[src/wdpc_pkg.sv]
package wdpc_pkg;

  // ****************************************************
  // clock and timing
  // ****************************************************
  localparam int unsigned CLK_HZ        = 20_000_000;
  localparam int unsigned MS_PER_S      = 1000;
  // nominal watchdog period with no postscaler
  localparam int unsigned WDT_PERIOD_MS = 18;
  localparam int unsigned WDT_BASE_CYCLES = WDT_PERIOD_MS * (CLK_HZ / MS_PER_S);
  // hold-in-reset time, rounded up to whole cycles
  localparam int unsigned DRT_PERIOD_MS = 18;
  localparam int unsigned DRT_CYCLES =
    (DRT_PERIOD_MS * CLK_HZ + MS_PER_S - 1) / MS_PER_S;

  // ****************************************************
  // widths
  // ****************************************************
  localparam int unsigned CFG_W   = 12;
  localparam int unsigned OPT_W   = 6;
  localparam int unsigned PS_W    = 3;
  localparam int unsigned PRESC_W = 8;

  // ****************************************************
  // configuration word fields
  // ****************************************************
  localparam int unsigned CFG_OSC_LSB    = 0;
  localparam int unsigned CFG_WDT_EN_BIT = 2;
  localparam int unsigned CFG_CP_LSB     = 3;
  localparam int unsigned CFG_CP_MSB     = 11;
  // single-protect variant keeps only this protect bit
  localparam logic [CFG_W-1:0] CFG_SINGLE_MASK = 12'h00f;

  // ****************************************************
  // option setting fields
  // ****************************************************
  localparam int unsigned OPT_PS_LSB   = 0;
  localparam int unsigned OPT_PSA_BIT  = 3;
  localparam int unsigned OPT_EDGE_BIT = 4;
  localparam int unsigned OPT_SRC_BIT  = 5;
  localparam logic [OPT_W-1:0] OPTION_RESET = 6'h3f;
  // ratio field all ones, used as intermediate step
  localparam logic [PS_W-1:0] PS_ALL_ONES  = 3'h7;
  // final ratios at or below this need the intermediate step
  localparam logic [PS_W-1:0] PS_STEP_MAX  = 3'h1;

  // ****************************************************
  // enumerations
  // ****************************************************
  typedef enum logic [1:0] {
    low_power_crystal_mode  = 2'h0,
    standard_crystal_mode   = 2'h1,
    high_speed_crystal_mode = 2'h2,
    rc_oscillator_mode      = 2'h3
  } wdpc_osc_type;

  typedef enum logic [1:0] {
    CMD_CLEAR_WATCHDOG = 2'h0,
    CMD_TIMER_WRITE    = 2'h1,
    CMD_OPTION_WRITE   = 2'h2,
    CMD_SLEEP          = 2'h3
  } wdpc_cmd_type;

  typedef enum logic [9:0] {
    ST_IDLE   = 10'h001,
    ST_CLR    = 10'h002,
    ST_TMR    = 10'h004,
    ST_OPT    = 10'h008,
    ST_SLP    = 10'h010,
    ST_W_CLR  = 10'h020,
    ST_W_TMR  = 10'h040,
    ST_W_INT  = 10'h080,
    ST_W_CLR2 = 10'h100,
    ST_T_CLR  = 10'h200
  } wdpc_core_state_type;

endpackage

[src/wdpc_link_if.sv]
`timescale 1ns/1ps
interface wdpc_link_if;
  import wdpc_pkg::*;

  // ****************************************************
  // core to device: one-cycle instruction pulses
  // ****************************************************
  logic             clear_watchdog_instruction;
  logic             timer_write;
  logic             option_write;
  logic [OPT_W-1:0] option_data;
  logic             sleep_instruction;

  // ****************************************************
  // device to core: levels
  // ****************************************************
  logic             device_reset;
  logic             timeout_flag_n;
  logic             powerdown_flag_n;
  logic             sleep_active;

  modport core (
    output clear_watchdog_instruction,
    output timer_write,
    output option_write,
    output option_data,
    output sleep_instruction,
    input  device_reset,
    input  timeout_flag_n,
    input  powerdown_flag_n,
    input  sleep_active
  );

  modport dev (
    input  clear_watchdog_instruction,
    input  timer_write,
    input  option_write,
    input  option_data,
    input  sleep_instruction,
    output device_reset,
    output timeout_flag_n,
    output powerdown_flag_n,
    output sleep_active
  );

endinterface

[src/wdpc_device.sv]
// Functional notes
// - to watchdog: clear, timer write, then option
// - intermediate all-ones step only for ratio 000/001
// - to timer: clear first, then option assign 0
// - timer switch sequence even with watchdog disabled
// - clear watchdog before changing prescaler assignment
// - bits 1-0 select oscillator type
// - bit 2 enables watchdog; only off switch
// - nine protect bits 11-3, zero means protected
// - single variant: bit 3 protect, 11-4 zero
// - watchdog runs on own free-running tick
// - timeout resets device, also wakes from sleep
// - timeout clears the active-low timeout flag
// - reset timer holds chip in reset 18 ms
// - sleep ends only by external reset, timeout
// - assign bit 3 gives prescaler to one user
// - timer write (timer side) or clear/sleep (watchdog side) clears prescaler
// - 18 ms base, extended up to 1:128
`timescale 1ns/1ps
module wdpc_device #(
  parameter int unsigned WDT_CYCLES    = wdpc_pkg::WDT_BASE_CYCLES,
  parameter int unsigned DRT_CYCLES    = wdpc_pkg::DRT_CYCLES,
  parameter bit          MULTI_PROTECT = 1'b1
) (
  // clock and reset
  input  wire logic                        clk,
  input  wire logic                        srst,
  // link to the core
  wdpc_link_if.dev                         link,
  // external pins
  input  wire logic                        ext_reset_n,
  input  wire logic [wdpc_pkg::CFG_W-1:0]  config_pins,
  // configuration view
  output logic [wdpc_pkg::CFG_W-1:0]       config_word,
  output wdpc_pkg::wdpc_osc_type           oscillator_select_field,
  output logic                             watchdog_enable_fuse,
  output logic                             code_protect_on,
  // timer side of the prescaler
  output logic                             timer_prescaled_tick,
  output logic                             timer_source_sel,
  output logic                             timer_edge_sel,
  // events
  output logic                             watchdog_timeout
);
  import wdpc_pkg::*;

  localparam int unsigned WDT_W = $clog2(WDT_CYCLES);
  localparam int unsigned DRT_W = $clog2(DRT_CYCLES);
  localparam logic [WDT_W-1:0] WDT_LAST = WDT_W'(WDT_CYCLES - 1);
  localparam logic [DRT_W-1:0] DRT_LAST = DRT_W'(DRT_CYCLES - 1);

  // ****************************************************
  // configuration word
  // ****************************************************
  logic [CFG_W-1:0] cfg;

  // unimplemented bits are masked so they read as zero
  wire [CFG_W-1:0] cfg_in = MULTI_PROTECT ? config_pins
                                          : (config_pins & CFG_SINGLE_MASK);

  // sampled only while srst is high; software has no write path
  always_ff @(posedge clk) begin
    if (srst) begin
      cfg <= cfg_in;
    end
  end

  assign config_word             = cfg;
  assign oscillator_select_field = wdpc_osc_type'(cfg[CFG_OSC_LSB +: 2]);
  assign watchdog_enable_fuse    = cfg[CFG_WDT_EN_BIT];
  // any programmed protect bit turns protection on
  assign code_protect_on = MULTI_PROTECT ? ~&cfg[CFG_CP_MSB:CFG_CP_LSB]
                                         : ~cfg[CFG_CP_LSB];

  // ****************************************************
  // reset hold timer
  // ****************************************************
  logic             hold;
  logic [DRT_W-1:0] drt_cnt;
  logic             wdt_fire;

  wire ext_reset   = ~ext_reset_n;
  wire reset_event = ext_reset | wdt_fire;

  // any reset source restarts the full hold time
  always_ff @(posedge clk) begin
    if (srst | reset_event) begin
      hold    <= 1'b1;
      drt_cnt <= '0;
    end else if (hold) begin
      if (drt_cnt == DRT_LAST) begin
        hold <= 1'b0;
      end else begin
        drt_cnt <= drt_cnt + 1'b1;
      end
    end
  end

  assign link.device_reset = hold;

  // ****************************************************
  // option setting
  // ****************************************************
  logic [OPT_W-1:0] option;

  // every reset restores all ones, which gives the prescaler to the watchdog
  always_ff @(posedge clk) begin
    if (srst | hold) begin
      option <= OPTION_RESET;
    end else if (link.option_write) begin
      option <= link.option_data;
    end
  end

  wire            prescaler_assign_bit = option[OPT_PSA_BIT];
  wire [PS_W-1:0] ps  = option[OPT_PS_LSB +: PS_W];
  assign timer_source_sel = option[OPT_SRC_BIT];
  assign timer_edge_sel   = option[OPT_EDGE_BIT];

  // ****************************************************
  // sleep state
  // ****************************************************
  logic sleep_q;

  // entered by the sleep instruction, left only by a reset source
  always_ff @(posedge clk) begin
    if (srst | reset_event) begin
      sleep_q <= 1'b0;
    end else if (link.sleep_instruction & ~hold) begin
      sleep_q <= 1'b1;
    end
  end

  assign link.sleep_active = sleep_q;

  // ****************************************************
  // watchdog base divider
  // ****************************************************
  logic [WDT_W-1:0] base;

  // clear and sleep both restart the count; hold covers wake-up
  wire cmd_clr   = link.clear_watchdog_instruction & ~hold;
  wire cmd_sleep = link.sleep_instruction & ~hold;
  wire cmd_tmr   = link.timer_write & ~hold;
  wire wdt_clr   = cmd_clr | cmd_sleep | hold;
  wire wdt_run   = cfg[CFG_WDT_EN_BIT] & ~wdt_clr;
  // divider is not gated by sleep: it stands for the private oscillator
  wire base_wrap = wdt_run & (base == WDT_LAST);

  always_ff @(posedge clk) begin
    if (srst | ~wdt_run | base_wrap) begin
      base <= '0;
    end else begin
      base <= base + 1'b1;
    end
  end

  // ****************************************************
  // shared prescaler
  // ****************************************************
  logic [PRESC_W-1:0] presc;

  // watchdog ratios 1..128, timer ratios 2..256
  wire [PRESC_W-1:0] wdt_last = PRESC_W'((9'h001 << ps) - 9'h001);
  wire [PRESC_W-1:0] tmr_last = PRESC_W'((9'h002 << ps) - 9'h001);
  wire presc_clr  = hold | (prescaler_assign_bit ? (cmd_clr | cmd_sleep) : cmd_tmr);
  // the timer side steps once per instruction cycle, one per clk here
  wire presc_step = prescaler_assign_bit ? base_wrap : 1'b1;
  wire presc_last = presc == (prescaler_assign_bit ? wdt_last : tmr_last);

  always_ff @(posedge clk) begin
    if (srst | presc_clr | (presc_step & presc_last)) begin
      presc <= '0;
    end else if (presc_step) begin
      presc <= presc + 1'b1;
    end
  end

  // without the prescaler every base period times out
  assign wdt_fire = base_wrap & (~prescaler_assign_bit | presc_last);

  // registered event outputs
  always_ff @(posedge clk) begin
    if (srst) begin
      watchdog_timeout     <= 1'b0;
      timer_prescaled_tick <= 1'b0;
    end else begin
      watchdog_timeout     <= wdt_fire;
      timer_prescaled_tick <= ~prescaler_assign_bit & ~presc_clr & presc_last;
    end
  end

  // ****************************************************
  // status flags
  // ****************************************************
  logic to_n;
  logic pd_n;

  // a clear or sleep wins over a timeout in the same cycle by blocking it
  always_ff @(posedge clk) begin
    if (srst) begin
      to_n <= 1'b1;
    end else if (wdt_fire) begin
      to_n <= 1'b0;
    end else if (cmd_clr | cmd_sleep) begin
      to_n <= 1'b1;
    end
  end

  // power-down flag: set at power-up and by clear, dropped by sleep
  always_ff @(posedge clk) begin
    if (srst) begin
      pd_n <= 1'b1;
    end else if (cmd_sleep) begin
      pd_n <= 1'b0;
    end else if (cmd_clr) begin
      pd_n <= 1'b1;
    end
  end

  assign link.timeout_flag_n   = to_n;
  assign link.powerdown_flag_n = pd_n;

endmodule

[src/flat_wrapper.sv]
// flat-port wrapper written by rule: the top's interface ports become plain ports
module wdpc_device_flat import wdpc_pkg::*;
#(
  parameter int unsigned WDT_CYCLES    = wdpc_pkg::WDT_BASE_CYCLES,
  parameter int unsigned DRT_CYCLES    = wdpc_pkg::DRT_CYCLES,
  parameter bit          MULTI_PROTECT = 1'b1
)
  (clk, srst, ext_reset_n, config_pins, config_word, oscillator_select_field, watchdog_enable_fuse, code_protect_on, timer_prescaled_tick, timer_source_sel, timer_edge_sel, watchdog_timeout, link_clear_watchdog_instruction, link_timer_write, link_option_write, link_option_data, link_sleep_instruction, link_device_reset, link_timeout_flag_n, link_powerdown_flag_n, link_sleep_active);
  wdpc_link_if link_i ();
  input  wire logic clk;
  input  wire logic srst;
  input  wire logic ext_reset_n;
  input  wire logic [wdpc_pkg::CFG_W-1:0] config_pins;
  output logic [wdpc_pkg::CFG_W-1:0] config_word;
  output wdpc_pkg::wdpc_osc_type oscillator_select_field;
  output logic watchdog_enable_fuse;
  output logic code_protect_on;
  output logic timer_prescaled_tick;
  output logic timer_source_sel;
  output logic timer_edge_sel;
  output logic watchdog_timeout;
  input wire logic [$bits(link_i.clear_watchdog_instruction)-1:0] link_clear_watchdog_instruction;
  input wire logic [$bits(link_i.timer_write)-1:0] link_timer_write;
  input wire logic [$bits(link_i.option_write)-1:0] link_option_write;
  input wire logic [$bits(link_i.option_data)-1:0] link_option_data;
  input wire logic [$bits(link_i.sleep_instruction)-1:0] link_sleep_instruction;
  output wire logic [$bits(link_i.device_reset)-1:0] link_device_reset;
  output wire logic [$bits(link_i.timeout_flag_n)-1:0] link_timeout_flag_n;
  output wire logic [$bits(link_i.powerdown_flag_n)-1:0] link_powerdown_flag_n;
  output wire logic [$bits(link_i.sleep_active)-1:0] link_sleep_active;
  assign link_i.clear_watchdog_instruction = link_clear_watchdog_instruction;
  assign link_i.timer_write = link_timer_write;
  assign link_i.option_write = link_option_write;
  assign link_i.option_data = link_option_data;
  assign link_i.sleep_instruction = link_sleep_instruction;
  assign link_device_reset = link_i.device_reset;
  assign link_timeout_flag_n = link_i.timeout_flag_n;
  assign link_powerdown_flag_n = link_i.powerdown_flag_n;
  assign link_sleep_active = link_i.sleep_active;
  wdpc_device #(.WDT_CYCLES(WDT_CYCLES), .DRT_CYCLES(DRT_CYCLES), .MULTI_PROTECT(MULTI_PROTECT)) u_core (.clk(clk), .srst(srst), .link(link_i), .ext_reset_n(ext_reset_n), .config_pins(config_pins), .config_word(config_word), .oscillator_select_field(oscillator_select_field), .watchdog_enable_fuse(watchdog_enable_fuse), .code_protect_on(code_protect_on), .timer_prescaled_tick(timer_prescaled_tick), .timer_source_sel(timer_source_sel), .timer_edge_sel(timer_edge_sel), .watchdog_timeout(watchdog_timeout));
endmodule
[config.mk]
export PLATFORM = sky130hd
export DESIGN_NAME = wdpc_device_flat
export DESIGN_NICKNAME = d
export VERILOG_FILES = /design/src/wdpc_pkg.sv /design/src/wdpc_link_if.sv /design/src/wdpc_device.sv /design/src/flat_wrapper.sv
export SDC_FILE = /design/constraint.sdc
export NUM_CORES = 1
export LEC_CHECK = 0
export BUFFER_PORTS_ARGS = -buffer_cell sky130_fd_sc_hd__buf_4
export CAP_MARGIN = 10
export CORE_UTILIZATION = 35
export CTS_CLUSTER_DIAMETER = 120
export CTS_CLUSTER_SIZE = 40
export DETAILED_ROUTE_END_ITERATION = 8
export MAX_ROUTING_LAYER = met4
export SLEW_MARGIN = 40
export SYNTH_ARGS = -nofsm -noshare
export SYNTH_HDL_FRONTEND = slang
export SYNTH_SLANG_ARGS = --single-unit
[constraint.sdc]
create_clock -name clk -period 7.3 [get_ports clk]
set_input_delay 1.095 -clock clk [delete_from_list [all_inputs] [get_ports clk]]
set_output_delay 1.095 -clock clk [all_outputs]
set_load 0.01 [all_outputs]
Word-level counts from Yosys, hierarchy flattened:

Cells that the tools add are included.

* ROM bits: 0
* memory bits (writable): 0
* word-level logic and storage cells: 62
* latch bits: 0
* flip-flop bits (word level): 70
* memories: 0

* muxes and demuxes: 9
* reduce and logical (&&, ||, !) cells: 5
* order comparisons: 0
* div/mod/pow operators: 0
* $add $sub $neg: 5
* multiply operators: 0
* bitwise gates (word level): 27
* shift operators: 2
* equal/unequal tests: 3

Operators with widths (number)
* $add 19x1->19 const B: 2
* $eq 19x19->1 const B: 2
* $sub 8x1->8 const B: 2
* $or 1x1->1: 11
* $and 1x1->1: 9
* $reduce_and 9->1: 1
* $add 8x1->8 const B: 1
* $eq 8x8->1: 1
* $mux 1: 8
* $mux 8: 1
* $shl 1x3->8 const A: 1
* $shl 2x3->8 const A: 1
* $not 1->1: 7
* $reduce_bool 2->1: 2
* $reduce_and 2->1: 1
* $logic_not 1->1: 1

Longest topological paths before layout:

Gate-level depths: netlist of run 1.

* depth after elaboration: 10
* depth in mapped cells: 13

Worst setup path before layout of run 1:

OpenSTA, ideal clock, no wires.

* kind: input to register
* from: input port link_sleep_instruction
* to: register u_core.drt_cnt[0]
* setup slack: 4301 ps
* library setup time: 115 ps
* cell stages on the path: 7
* data arrival time: 2884 ps
* buffers on the path: 1
* data required time: 7185 ps
* path through: or4b_4 > nor4_4 > nand2_2 > or3b_1 > o31ai_4 > buf_6 > nor2_1

* cells in the longest elaborated chain, start to end: 9

Ends and longest elaborated chain
* start, declared: line flat_wrapper.sv:26 `input wire logic [$bits(link_i.sleep_instruction)-1:0] link_sleep_instruction;`
* $and 1x1->1: line wdpc_device.sv:143 `wire cmd_sleep = link.sleep_instruction & ~hold;`
* $or 1x1->1 (2 in a row): line wdpc_device.sv:145 `wire wdt_clr = cmd_clr | cmd_sleep | hold;`
* $not 1->1: line wdpc_device.sv:146 `wire wdt_run = cfg[CFG_WDT_EN_BIT] & ~wdt_clr;`
* $and 1x1->1: line wdpc_device.sv:146
* $and 1x1->1: line wdpc_device.sv:148 `wire base_wrap = wdt_run & (base == WDT_LAST);`
* $and 1x1->1: line wdpc_device.sv:180 `assign wdt_fire = base_wrap & (~prescaler_assign_bit | presc_last);`
* $or 1x1->1: line wdpc_device.sv:83 `wire reset_event = ext_reset | wdt_fire;`
* $or 1x1->1: line wdpc_device.sv:87 `if (srst | reset_event) begin`
* end signal, assigned: line wdpc_device.sv:94 `drt_cnt <= drt_cnt + 1'b1;`
* end, declared: line wdpc_device.sv:79 `logic [DRT_W-1:0] drt_cnt;`

Every way passes these cells.
A chain may end at the register's enable or synchronous reset.

Worst setup path after layout of run 1:

* from: register u_core.option[3]
* to: register u_core.hold (netlist: u_core.link.device_reset)

* cells in the longest elaborated chain, start to end: 6
* elaborated cells between the ends (all ways): 7
* those cells by class: eq/ne: 1; mux: 1; bitwise: 5

Ends and longest elaborated chain
* start, declared: line wdpc_device.sv:104 `logic [OPT_W-1:0] option;`
* start signal, assigned: line wdpc_device.sv:111 `option <= link.option_data;`
* $mux 8: line wdpc_device.sv:169 `wire presc_last = presc == (prescaler_assign_bit ? wdt_last : tmr_last);`
* $eq 8x8->1: line wdpc_device.sv:169
* $or 1x1->1 *: line wdpc_device.sv:180
* $and 1x1->1 *: line wdpc_device.sv:180
* $or 1x1->1 *: line wdpc_device.sv:83
* $or 1x1->1 *: line wdpc_device.sv:87
* end signal, assigned: line wdpc_device.sv:88 `hold <= 1'b1;`
* end signal, assigned: line wdpc_device.sv:92 `hold <= 1'b0;`
* end, declared: line wdpc_device.sv:78 `logic hold;`

Mark *: on every way between the ends. The rest lies on a longest branch, timed or not.

==> results of run 1 <==
==> power breakdown <==
| group | internal (uW) | switching (uW) |
|---|---|---|
| clock | 192 | 145 |
| sequential | 399 | 3.49 |
| combinational | 18.8 | 14.3 |
==> through the flow <==
stage | utilization | hold WS (ns)
finish | 0.4342 | 0.4840
detailed placement | 0.4101 | 0.4697
floorplan | - | 0.4505
global route | 0.4342 | 0.5263
global placement | 0.4095 | 0.4571
CTS | 0.4330 | 0.4877
==> cell usage after synthesis, types with 3 or more instances <==
library cell / n
dfxtp_1: 58
nor2_1: 50
xor2_1: 33
nand2_1: 30
nand3_1: 20
nand4_1: 17
xnor2_1: 16
nor3_1: 14
edfxtp_1: 12
and3_1: 8
a21oi_1: 7
inv_1: 7
o21ai_0: 7
clkbuf_1: 6
ha_1: 6
and4_1: 4
buf_4: 4
mux2i_1: 4
nand3b_1: 4
nor2b_1: 4
a211oi_1: 3
and2_1: 3
buf_2: 3
nor4b_1: 3
o211ai_1: 3
==> final timing paths <==
path / start / endpoint / slack, ns / cells past startpoint
worst max-delay path: u_core.option[3] / u_core.link.device_reset / 3.89 / 11
worst min register to register: u_core.drt_cnt[1] / u_core.drt_cnt[1] / 0.48 / 2
worst max register to register: u_core.option[3] / u_core.link.device_reset / 3.89 / 11
worst min-delay path: u_core.drt_cnt[1] / u_core.drt_cnt[1] / 0.48 / 2
==> state kept, by name (all words and copies together) (netlist names), 6 cells and up <==
signal              flops
u_core.base            19
u_core.config_word     12
u_core.drt_cnt         19
u_core.option           6
u_core.presc            8
==> logic make-up (layout without fill, tap and decap cells) <==
| logic type | after synthesis | after routing |
|---|---|---|
| buf+inv | 22 | 72 |
| compound gates | 39 | 39 |
| mux | 4 | 4 |
| fa+ha+maj | 6 | 6 |
| flops | 70 | 70 |
| xor+xnor | 49 | 49 |
| simple gates | 174 | 174 |
==> layout make-up <==
class	count	area [sq um]	share of cell area
clock inverter	6	86.33	0.02132
clock buffer	10	127.6	0.03151
inverter	7	26.28	0.006487
multi-input combinational	272	1755	0.4334
timing repair buffer	49	371.6	0.09175
sequential	70	1521	0.3757
tap	129	161.4	0.03985
==> per-layer routing <==
| metal | up-vias | global-route usage | part of all wire |
|---|---|---|---|
| met4 | 0 | 0.06912 | 0.024 |
| met5 | - | - | 0 |
| li1 | 1369 | - | - |
| met2 | 73 | 0.2408 | 0.44 |
| met3 | 16 | 0.04178 | 0.048 |
| met1 | 1284 | 0.1984 | 0.49 |
==> worst max-delay path: stages (launching register included) <==
cell and delay (ns):
dfxtp_1 0.48, ha_1 0.47, nor3b_2 0.29, inv_1 0.07, ha_1 0.25, xnor2_1 0.19, o21a_1 0.14, o22a_1 0.18
or4b_1 0.49, o31ai_4 0.47, buf_6 0.22, nand2b_1 0.11
==> results.cfg, run 1 <==
[run_status]
status = finished, final reports clean

[finish]
layout_commonest_cell = dfxtp_1
nets = 440
layout_common_cells = dfxtp_1 (58), nor2_1 (50), buf_4 (48), xor2_1 (33), nand2_1 (30)
fillers = 922
instances_no_fill = 543
drive_gt1_frac = 0.1812
finalInstanceArea_sq_um = 4050
syn_to_final_growth_pct = 19.53
diodes = 0

[logic_synthesis]
synth_xor_area_frac = 0.1267
synthCells = 364
synth-simple-area-share = 0.2710
synth_cell_types = 55
synthFlopType = dfxtp_1
synthMuxAreaShare = 0.01182
yosys-top-cells-area = dfxtp_1 (34%), edfxtp_1 (11%), xor2_1 (8.5%), nor2_1 (5.5%), xnor2_1 (4.1%)
synthAdderAreaFrac = 0.02216
synth-seq-area-share = 0.4490
synth_top_family_by_area = simple AND/OR/NAND/NOR gates
ys_ff_latch = 70
postSynthNetCount = 395
synth_top_cell_by_area = dfxtp_1
synth.avg_cell_area_sq_um = 9.308
synth_edf_count = 12
netlist.area_leader.share = 0.3427
ys_warn_count = 0
netlist_area_sq_um = 3388
async_reset_ff_frac = 0
synth_compound_area_frac = 0.08493

[global_route]
grt_pass1_wl_microns = 12190
antenna_found_initial = 0
grt_pass1_vias = 2622
grt_max_degree = 22
grt_use_total = 0.1586
overflow = 0

[clocking]
post-cts-setup-buffers = 0
cts_made_buffers = 9
cts.clk_slew.worst_paths_ns = 0.07
cts_sinks = 70
clk_path_buf_depth = 2
cts_tree = yes
cts_hold_buf = 0
cts-resized-gates = 0
cts_root_buf = clkbuf_8
ctsHtreeMaxLevel = 3
worstSkewPairLatency_ns = 0.34

[worst_setup_path]
required_ns = 7.59
worstSetupPathType = reg2reg
end_kind = flip-flop
worstPathArrival_ns = 3.70
cp-start-kind = flip-flop
worstPathMaxFanout = 12

[placed_design]
dp_slack_ns = 3.653
hpwl_microns = 5239
port-buffer-count = 48
routabilityCongestion = 0.8207
dp_cells = 526
place_area_sq_um = 3825

[floorplan]
pin_count = 49
die_h_microns = 100.4
die_w_microns = 100.4
core_sq_um = 9328
num_rows = 35
die-area_sq_um = 10080
start_util = 0.3632

[detailed_routing]
drc_errors = 0
routedWlPerCell_microns = 13.16
first_pass_iters = 4
via_per_inst = 5.050
vias = 2742
postRouteAntennaNets = 0
routed_wl_microns = 7145
dr.first_iter.drc_count = 86

[pwr]
ir_worst_vdd_mv = 0.09366
power_leakage_uw = 0.001523
total_power_uw = 771.9
p_per_area_nw_per_um2 = 190.6

[timing]
rsz0062_at_grt = false
finalHoldViolations = 0
relSlewSlack = 0.5909
finalMaxSlewViolations = 0
worstMarginPinSlew_ns = 0.6080
skew_ns = 0.008440
period_minus_slack_ns = 3.413
clock.fmax_ghz = 0.2930
setup_viol = 0
tns_ns = 0
layout_setup_ws_ns = 3.887
period_share = 0.4675

[min_path]
hold_path.class = reg2reg

[flow_run]
maxCapViolCount = 0
(Power assumes the default switching activity.)
==> run 2: changes to the inputs <==
clock period = 3.4 ns   (was 7.3 ns; I/O delays follow)
==> results.cfg, run 2 (synthesis gave the netlist of run 1 again) <==
[global_route]
grt_pass1_vias = 2604
grtUsageMet2 = 0.2455
antenna_found_initial = 0
grt_pass1_wl_microns = 12170
gr-usage-met3 = 0.03064
grt_max_degree = 22
grt-busiest-layer = met2
overflow = 0
grt_util_met1 = 0.1975
grt_use_total = 0.1570

[finish]
diodes = 0
layout_common_cells = dfxtp_1 (58), nor2_1 (50), buf_4 (50), xor2_1 (33), nand2_1 (30)
syn_to_final_growth_pct = 19.39
fillers = 893
layout_commonest_cell = dfxtp_1
nets = 441
instances_no_fill = 544
drive_gt1_frac = 0.1783

[clocking]
ctsHtreeMaxLevel = 3
cts_sinks = 70
cts_hold_buf = 0
worstSkewPairLatency_ns = 0.34
clk_path_buf_depth = 2
cts_made_buffers = 9
cts.clk_slew.worst_paths_ns = 0.08
cts_tree = yes
cts-resized-gates = 0
cts_root_buf = clkbuf_8
post-cts-setup-buffers = 0

[floorplan]
start_util = 0.3632
pin_count = 49
die_h_microns = 100.4
core_sq_um = 9328
die_w_microns = 100.4
num_rows = 35
die-area_sq_um = 10080

[run_status]
status = finished, final reports clean

[detailed_routing]
routed_wl_microns = 7162
vias = 2745
dr.first_iter.drc_count = 108
first_pass_iters = 4
postRouteAntennaNets = 0
via_per_inst = 5.046
drc_errors = 0
routedWlPerCell_microns = 13.17

[worst_setup_path]
crit_family = adder cells
worstPathMaxFanout = 21
worstSetupPathType = reg2reg
cp-start-kind = flip-flop
worst-path-buf-inv = 1
crit-reg2reg-launch = u_core.option[3]
worstPathArrival_ns = 3.17
slowest_delay_ns = 0.54
end_kind = flip-flop
cp_slowest_cell = ha_1
path_common_cell = ha_1
crit_start = u_core.option[3]
required_ns = 3.61
cp_cell_sequence = ha_1 -> nand2_1 -> ha_1 -> xnor2_1 -> o21a_1 -> o22a_1 -> or4b_1 -> o31ai_4 -> buf_4 -> nor2_1

[pwr]
p_sw_frac = 0.2040
p_seq_frac = 0.527
p_switching_uw = 334.5
p_per_area_nw_per_um2 = 405.3
total_power_uw = 1640
power_leakage_uw = 0.001526
power_frac_comb = 0.043
power.share.clock = 0.430
p_int_uw = 1305
ir_worst_vdd_mv = 0.2052

[timing]
hold_slack_ns = 0.3462
worstMarginPinSlew_ns = 0.6148
skew_ns = 0.01258
period_minus_slack_ns = 2.960
relSlewSlack = 0.5891
finalMaxSlewViolations = 0
setup_viol = 0
finalHoldViolations = 0
period_share = 0.8706
tns_ns = 0
layout_setup_ws_ns = 0.4400
clock.fmax_ghz = 0.3378
rsz0062_at_grt = false

[min_path]
hold_path.class = in2reg
min_from = config_pins[2]

[flow_run]
maxCapViolCount = 0

[placed_design]
routabilityCongestion = 0.8373
port-buffer-count = 48
hpwl_microns = 5253
dp_cells = 528
dp_slack_ns = 0.4659
-- run 2: final timing paths --
path,cells after the start,slack [ns],endpoint
hold / removal,1,0.35,u_core.config_word[2]
setup reg to reg,10,0.44,u_core.drt_cnt[0]
hold reg to reg,2,0.48,u_core.drt_cnt[1]
setup / recovery,10,0.44,u_core.drt_cnt[0]
-- run 2: power by group through the flow --
stage	logic [uW]	clock network (uW)	registers, uW
floorplan	21.1	0	887
global placement	70.1	0	883
detailed placement	71.1	0	883
CTS	71.4	727	864
global route	77.0	768	865
finish	70.5	705	864
-- run 2: stage by stage --
| stage | instance area (sq um) | utilization |
|---|---|---|
| final | 4045 | 0.4337 |
| after global routing | 4045 | 0.4337 |
| after CTS | 4045 | 0.4337 |
| after detailed placement | 3840 | 0.4117 |
| after global placement | 3835 | 0.4111 |
| after floorplan | 3388 | - |
-- run 2: layer usage --
metal / up-vias / share of wire
li1: 1373 / -
met1: 1276 / 0.49
met2: 81 / 0.44
met3: 15 / 0.054
met4: 0 / 0.022
met5: - / 0
-- run 2: layout make-up --
class | instances | area (sq um) | area share
Multi-Input combinational cell | 272 | 1755 | 0.4340
Tap cell | 129 | 161.4 | 0.03990
Clock inverter | 5 | 73.82 | 0.01825
Inverter | 7 | 26.28 | 0.006496
Timing Repair Buffer | 50 | 375.4 | 0.09279
Sequential cell | 70 | 1521 | 0.3761
Clock buffer | 11 | 131.4 | 0.03248
==> run 3: changes to the inputs <==
--- a/config.mk
+++ b/config.mk
@@ -8,9 +8,10 @@
 export BUFFER_PORTS_ARGS = -buffer_cell sky130_fd_sc_hd__buf_4
 export CAP_MARGIN = 10
-export CORE_UTILIZATION = 35
+export CORE_UTILIZATION = 57
 export CTS_CLUSTER_DIAMETER = 120
 export CTS_CLUSTER_SIZE = 40
 export DETAILED_ROUTE_END_ITERATION = 8
 export MAX_ROUTING_LAYER = met4
+export PLACE_DENSITY = 0.8
 export SLEW_MARGIN = 40
 export SYNTH_ARGS = -nofsm -noshare
==> constraint.sdc (replaced) <==
create_clock -name clk -period 3.4 [get_ports clk]
set_input_delay 0.51 -clock clk [delete_from_list [all_inputs] [get_ports clk]]
set_output_delay 0.51 -clock clk [all_outputs]
set_load 0.05 [all_outputs]
==> results.cfg, run 3 (synthesis gave the netlist of run 1 again) <==
[global_route]
grt_pass1_vias = 2548
antenna_found_initial = 0
overflow = 0
grt_pass1_wl_microns = 11800
grt_max_degree = 22
grt_use_total = 0.2508

[timing]
tns_ns = 0
rsz0062_at_grt = false
period_share = 0.8775
clock.fmax_ghz = 0.3352
hold_slack_ns = 0.3351
finalHoldViolations = 0
worstMarginPinSlew_ns = 0.6091
skew_ns = 0.008453
period_minus_slack_ns = 2.983
setup_viol = 0
finalMaxSlewViolations = 0
relSlewSlack = 0.5902

[floorplan]
num_rows = 27
die-area_sq_um = 6257
pin_count = 49
die_h_microns = 79.10
core_sq_um = 5608
start_util = 0.6042
die_w_microns = 79.10

[worst_setup_path]
path_common_cell = ha_1
worstSetupPathType = reg2reg
required_ns = 3.63
worst-path-buf-inv = 1
crit-reg2reg-launch = u_core.option[3]
cp_slowest_cell = ha_1
r2r_slack_ns = 0.42
path_depth = 10
worstPathMaxFanout = 21
r2r-end = u_core.drt_cnt[13]
end_kind = flip-flop
slowest_delay_ns = 0.56
crit_start = u_core.option[3]
worstPathArrival_ns = 3.22
cp-start-kind = flip-flop
rr_worst_depth = 10
cp_cell_sequence = ha_1 -> nand2_1 -> ha_1 -> xnor2_1 -> o21a_1 -> o22a_1 -> or4b_1 -> o31ai_4 -> buf_4 -> nor2_1
crit_family = adder cells
crit_end = u_core.drt_cnt[13]

[detailed_routing]
vias = 2714
routedWlPerCell_microns = 14.37
first_pass_iters = 4
postRouteAntennaNets = 0
dr.first_iter.drc_count = 154
routed_wl_microns = 7000
via_per_inst = 5.573
drc_errors = 0

[placed_design]
port-buffer-count = 48
place_area_sq_um = 3769
routabilityCongestion = 0.9161
hpwl_microns = 5075

[finish]
layout_commonest_cell = dfxtp_1
finalInstanceArea_sq_um = 3965
nets = 441
syn_to_final_growth_pct = 17.02
fillers = 440
drive_gt1_frac = 0.1855
layout_common_cells = dfxtp_1 (58), nor2_1 (50), buf_4 (50), xor2_1 (33), nand2_1 (30)
diodes = 0
final_core_util = 0.7071

[pwr]
total_power_uw = 1638
p_per_area_nw_per_um2 = 413.2
ir_worst_vdd_mv = 0.2904
power_leakage_uw = 0.001517

[flow_run]
maxCapViolCount = 0

[min_path]
hold_path.class = in2reg

[clocking]
cts_made_buffers = 9
worstSkewPairLatency_ns = 0.35
cts_hold_buf = 0
cts_sinks = 70
post-cts-setup-buffers = 0
clk_path_buf_depth = 2
cts_root_buf = clkbuf_8
ctsHtreeMaxLevel = 3
cts_tree = yes
cts-resized-gates = 0
cts.clk_slew.worst_paths_ns = 0.08

[run_status]
status = finished, final reports clean
-- run 3: layout make-up --
type	count	area, sq um	share of cell area
clock buffer	9	123.9	0.03124
clock inverter	7	72.57	0.01830
inverter	7	26.28	0.006627
multi-input combinational	272	1755	0.4427
sequential	70	1521	0.3837
tap	72	90.09	0.02272
timing repair buffer	50	375.4	0.09467
-- run 3: worst min path at each step --
stage | startpoint | end | slack (ns) | depth (start not counted)
4_1_cts | config_pins[6] | u_core.config_word[6] | 0.33 | 1
5_1_grt | config_pins[5] | u_core.config_word[5] | 0.32 | 1
3_5_place_dp | u_core.option[4] | u_core.option[4] | 0.46 | 2
6_report | config_pins[5] | u_core.config_word[5] | 0.34 | 1
3_3_place_gp | u_core.option[5] | u_core.option[5] | 0.45 | 2
2_1_floorplan | u_core.drt_cnt[1] | u_core.drt_cnt[1] | 0.45 | 2
-- run 3: stage by stage --
step,std cells,setup WS (ns)
CTS,487,0.4115
global placement,471,0.5288
global route,487,0.2012
floorplan,364,0.5757
finish,487,0.4166
detailed placement,471,0.4256
-- run 3: per-layer routing --
layer	wire, microns	vias up	global-route usage
li1	-	1373	-
met5	0	-	-
met1	3295	1261	0.3164
met2	3262	69	0.3931
met3	333	11	0.04713
met4	109	0	0.1091
-- run 3: report_power, final --
group          switching (uW)  leakage, uW  internal [uW]
clock                     322    0.0000956            339
sequential               7.38     0.000585            856
combinational            72.8     0.000836           41.2
total                     402      0.00152           1240
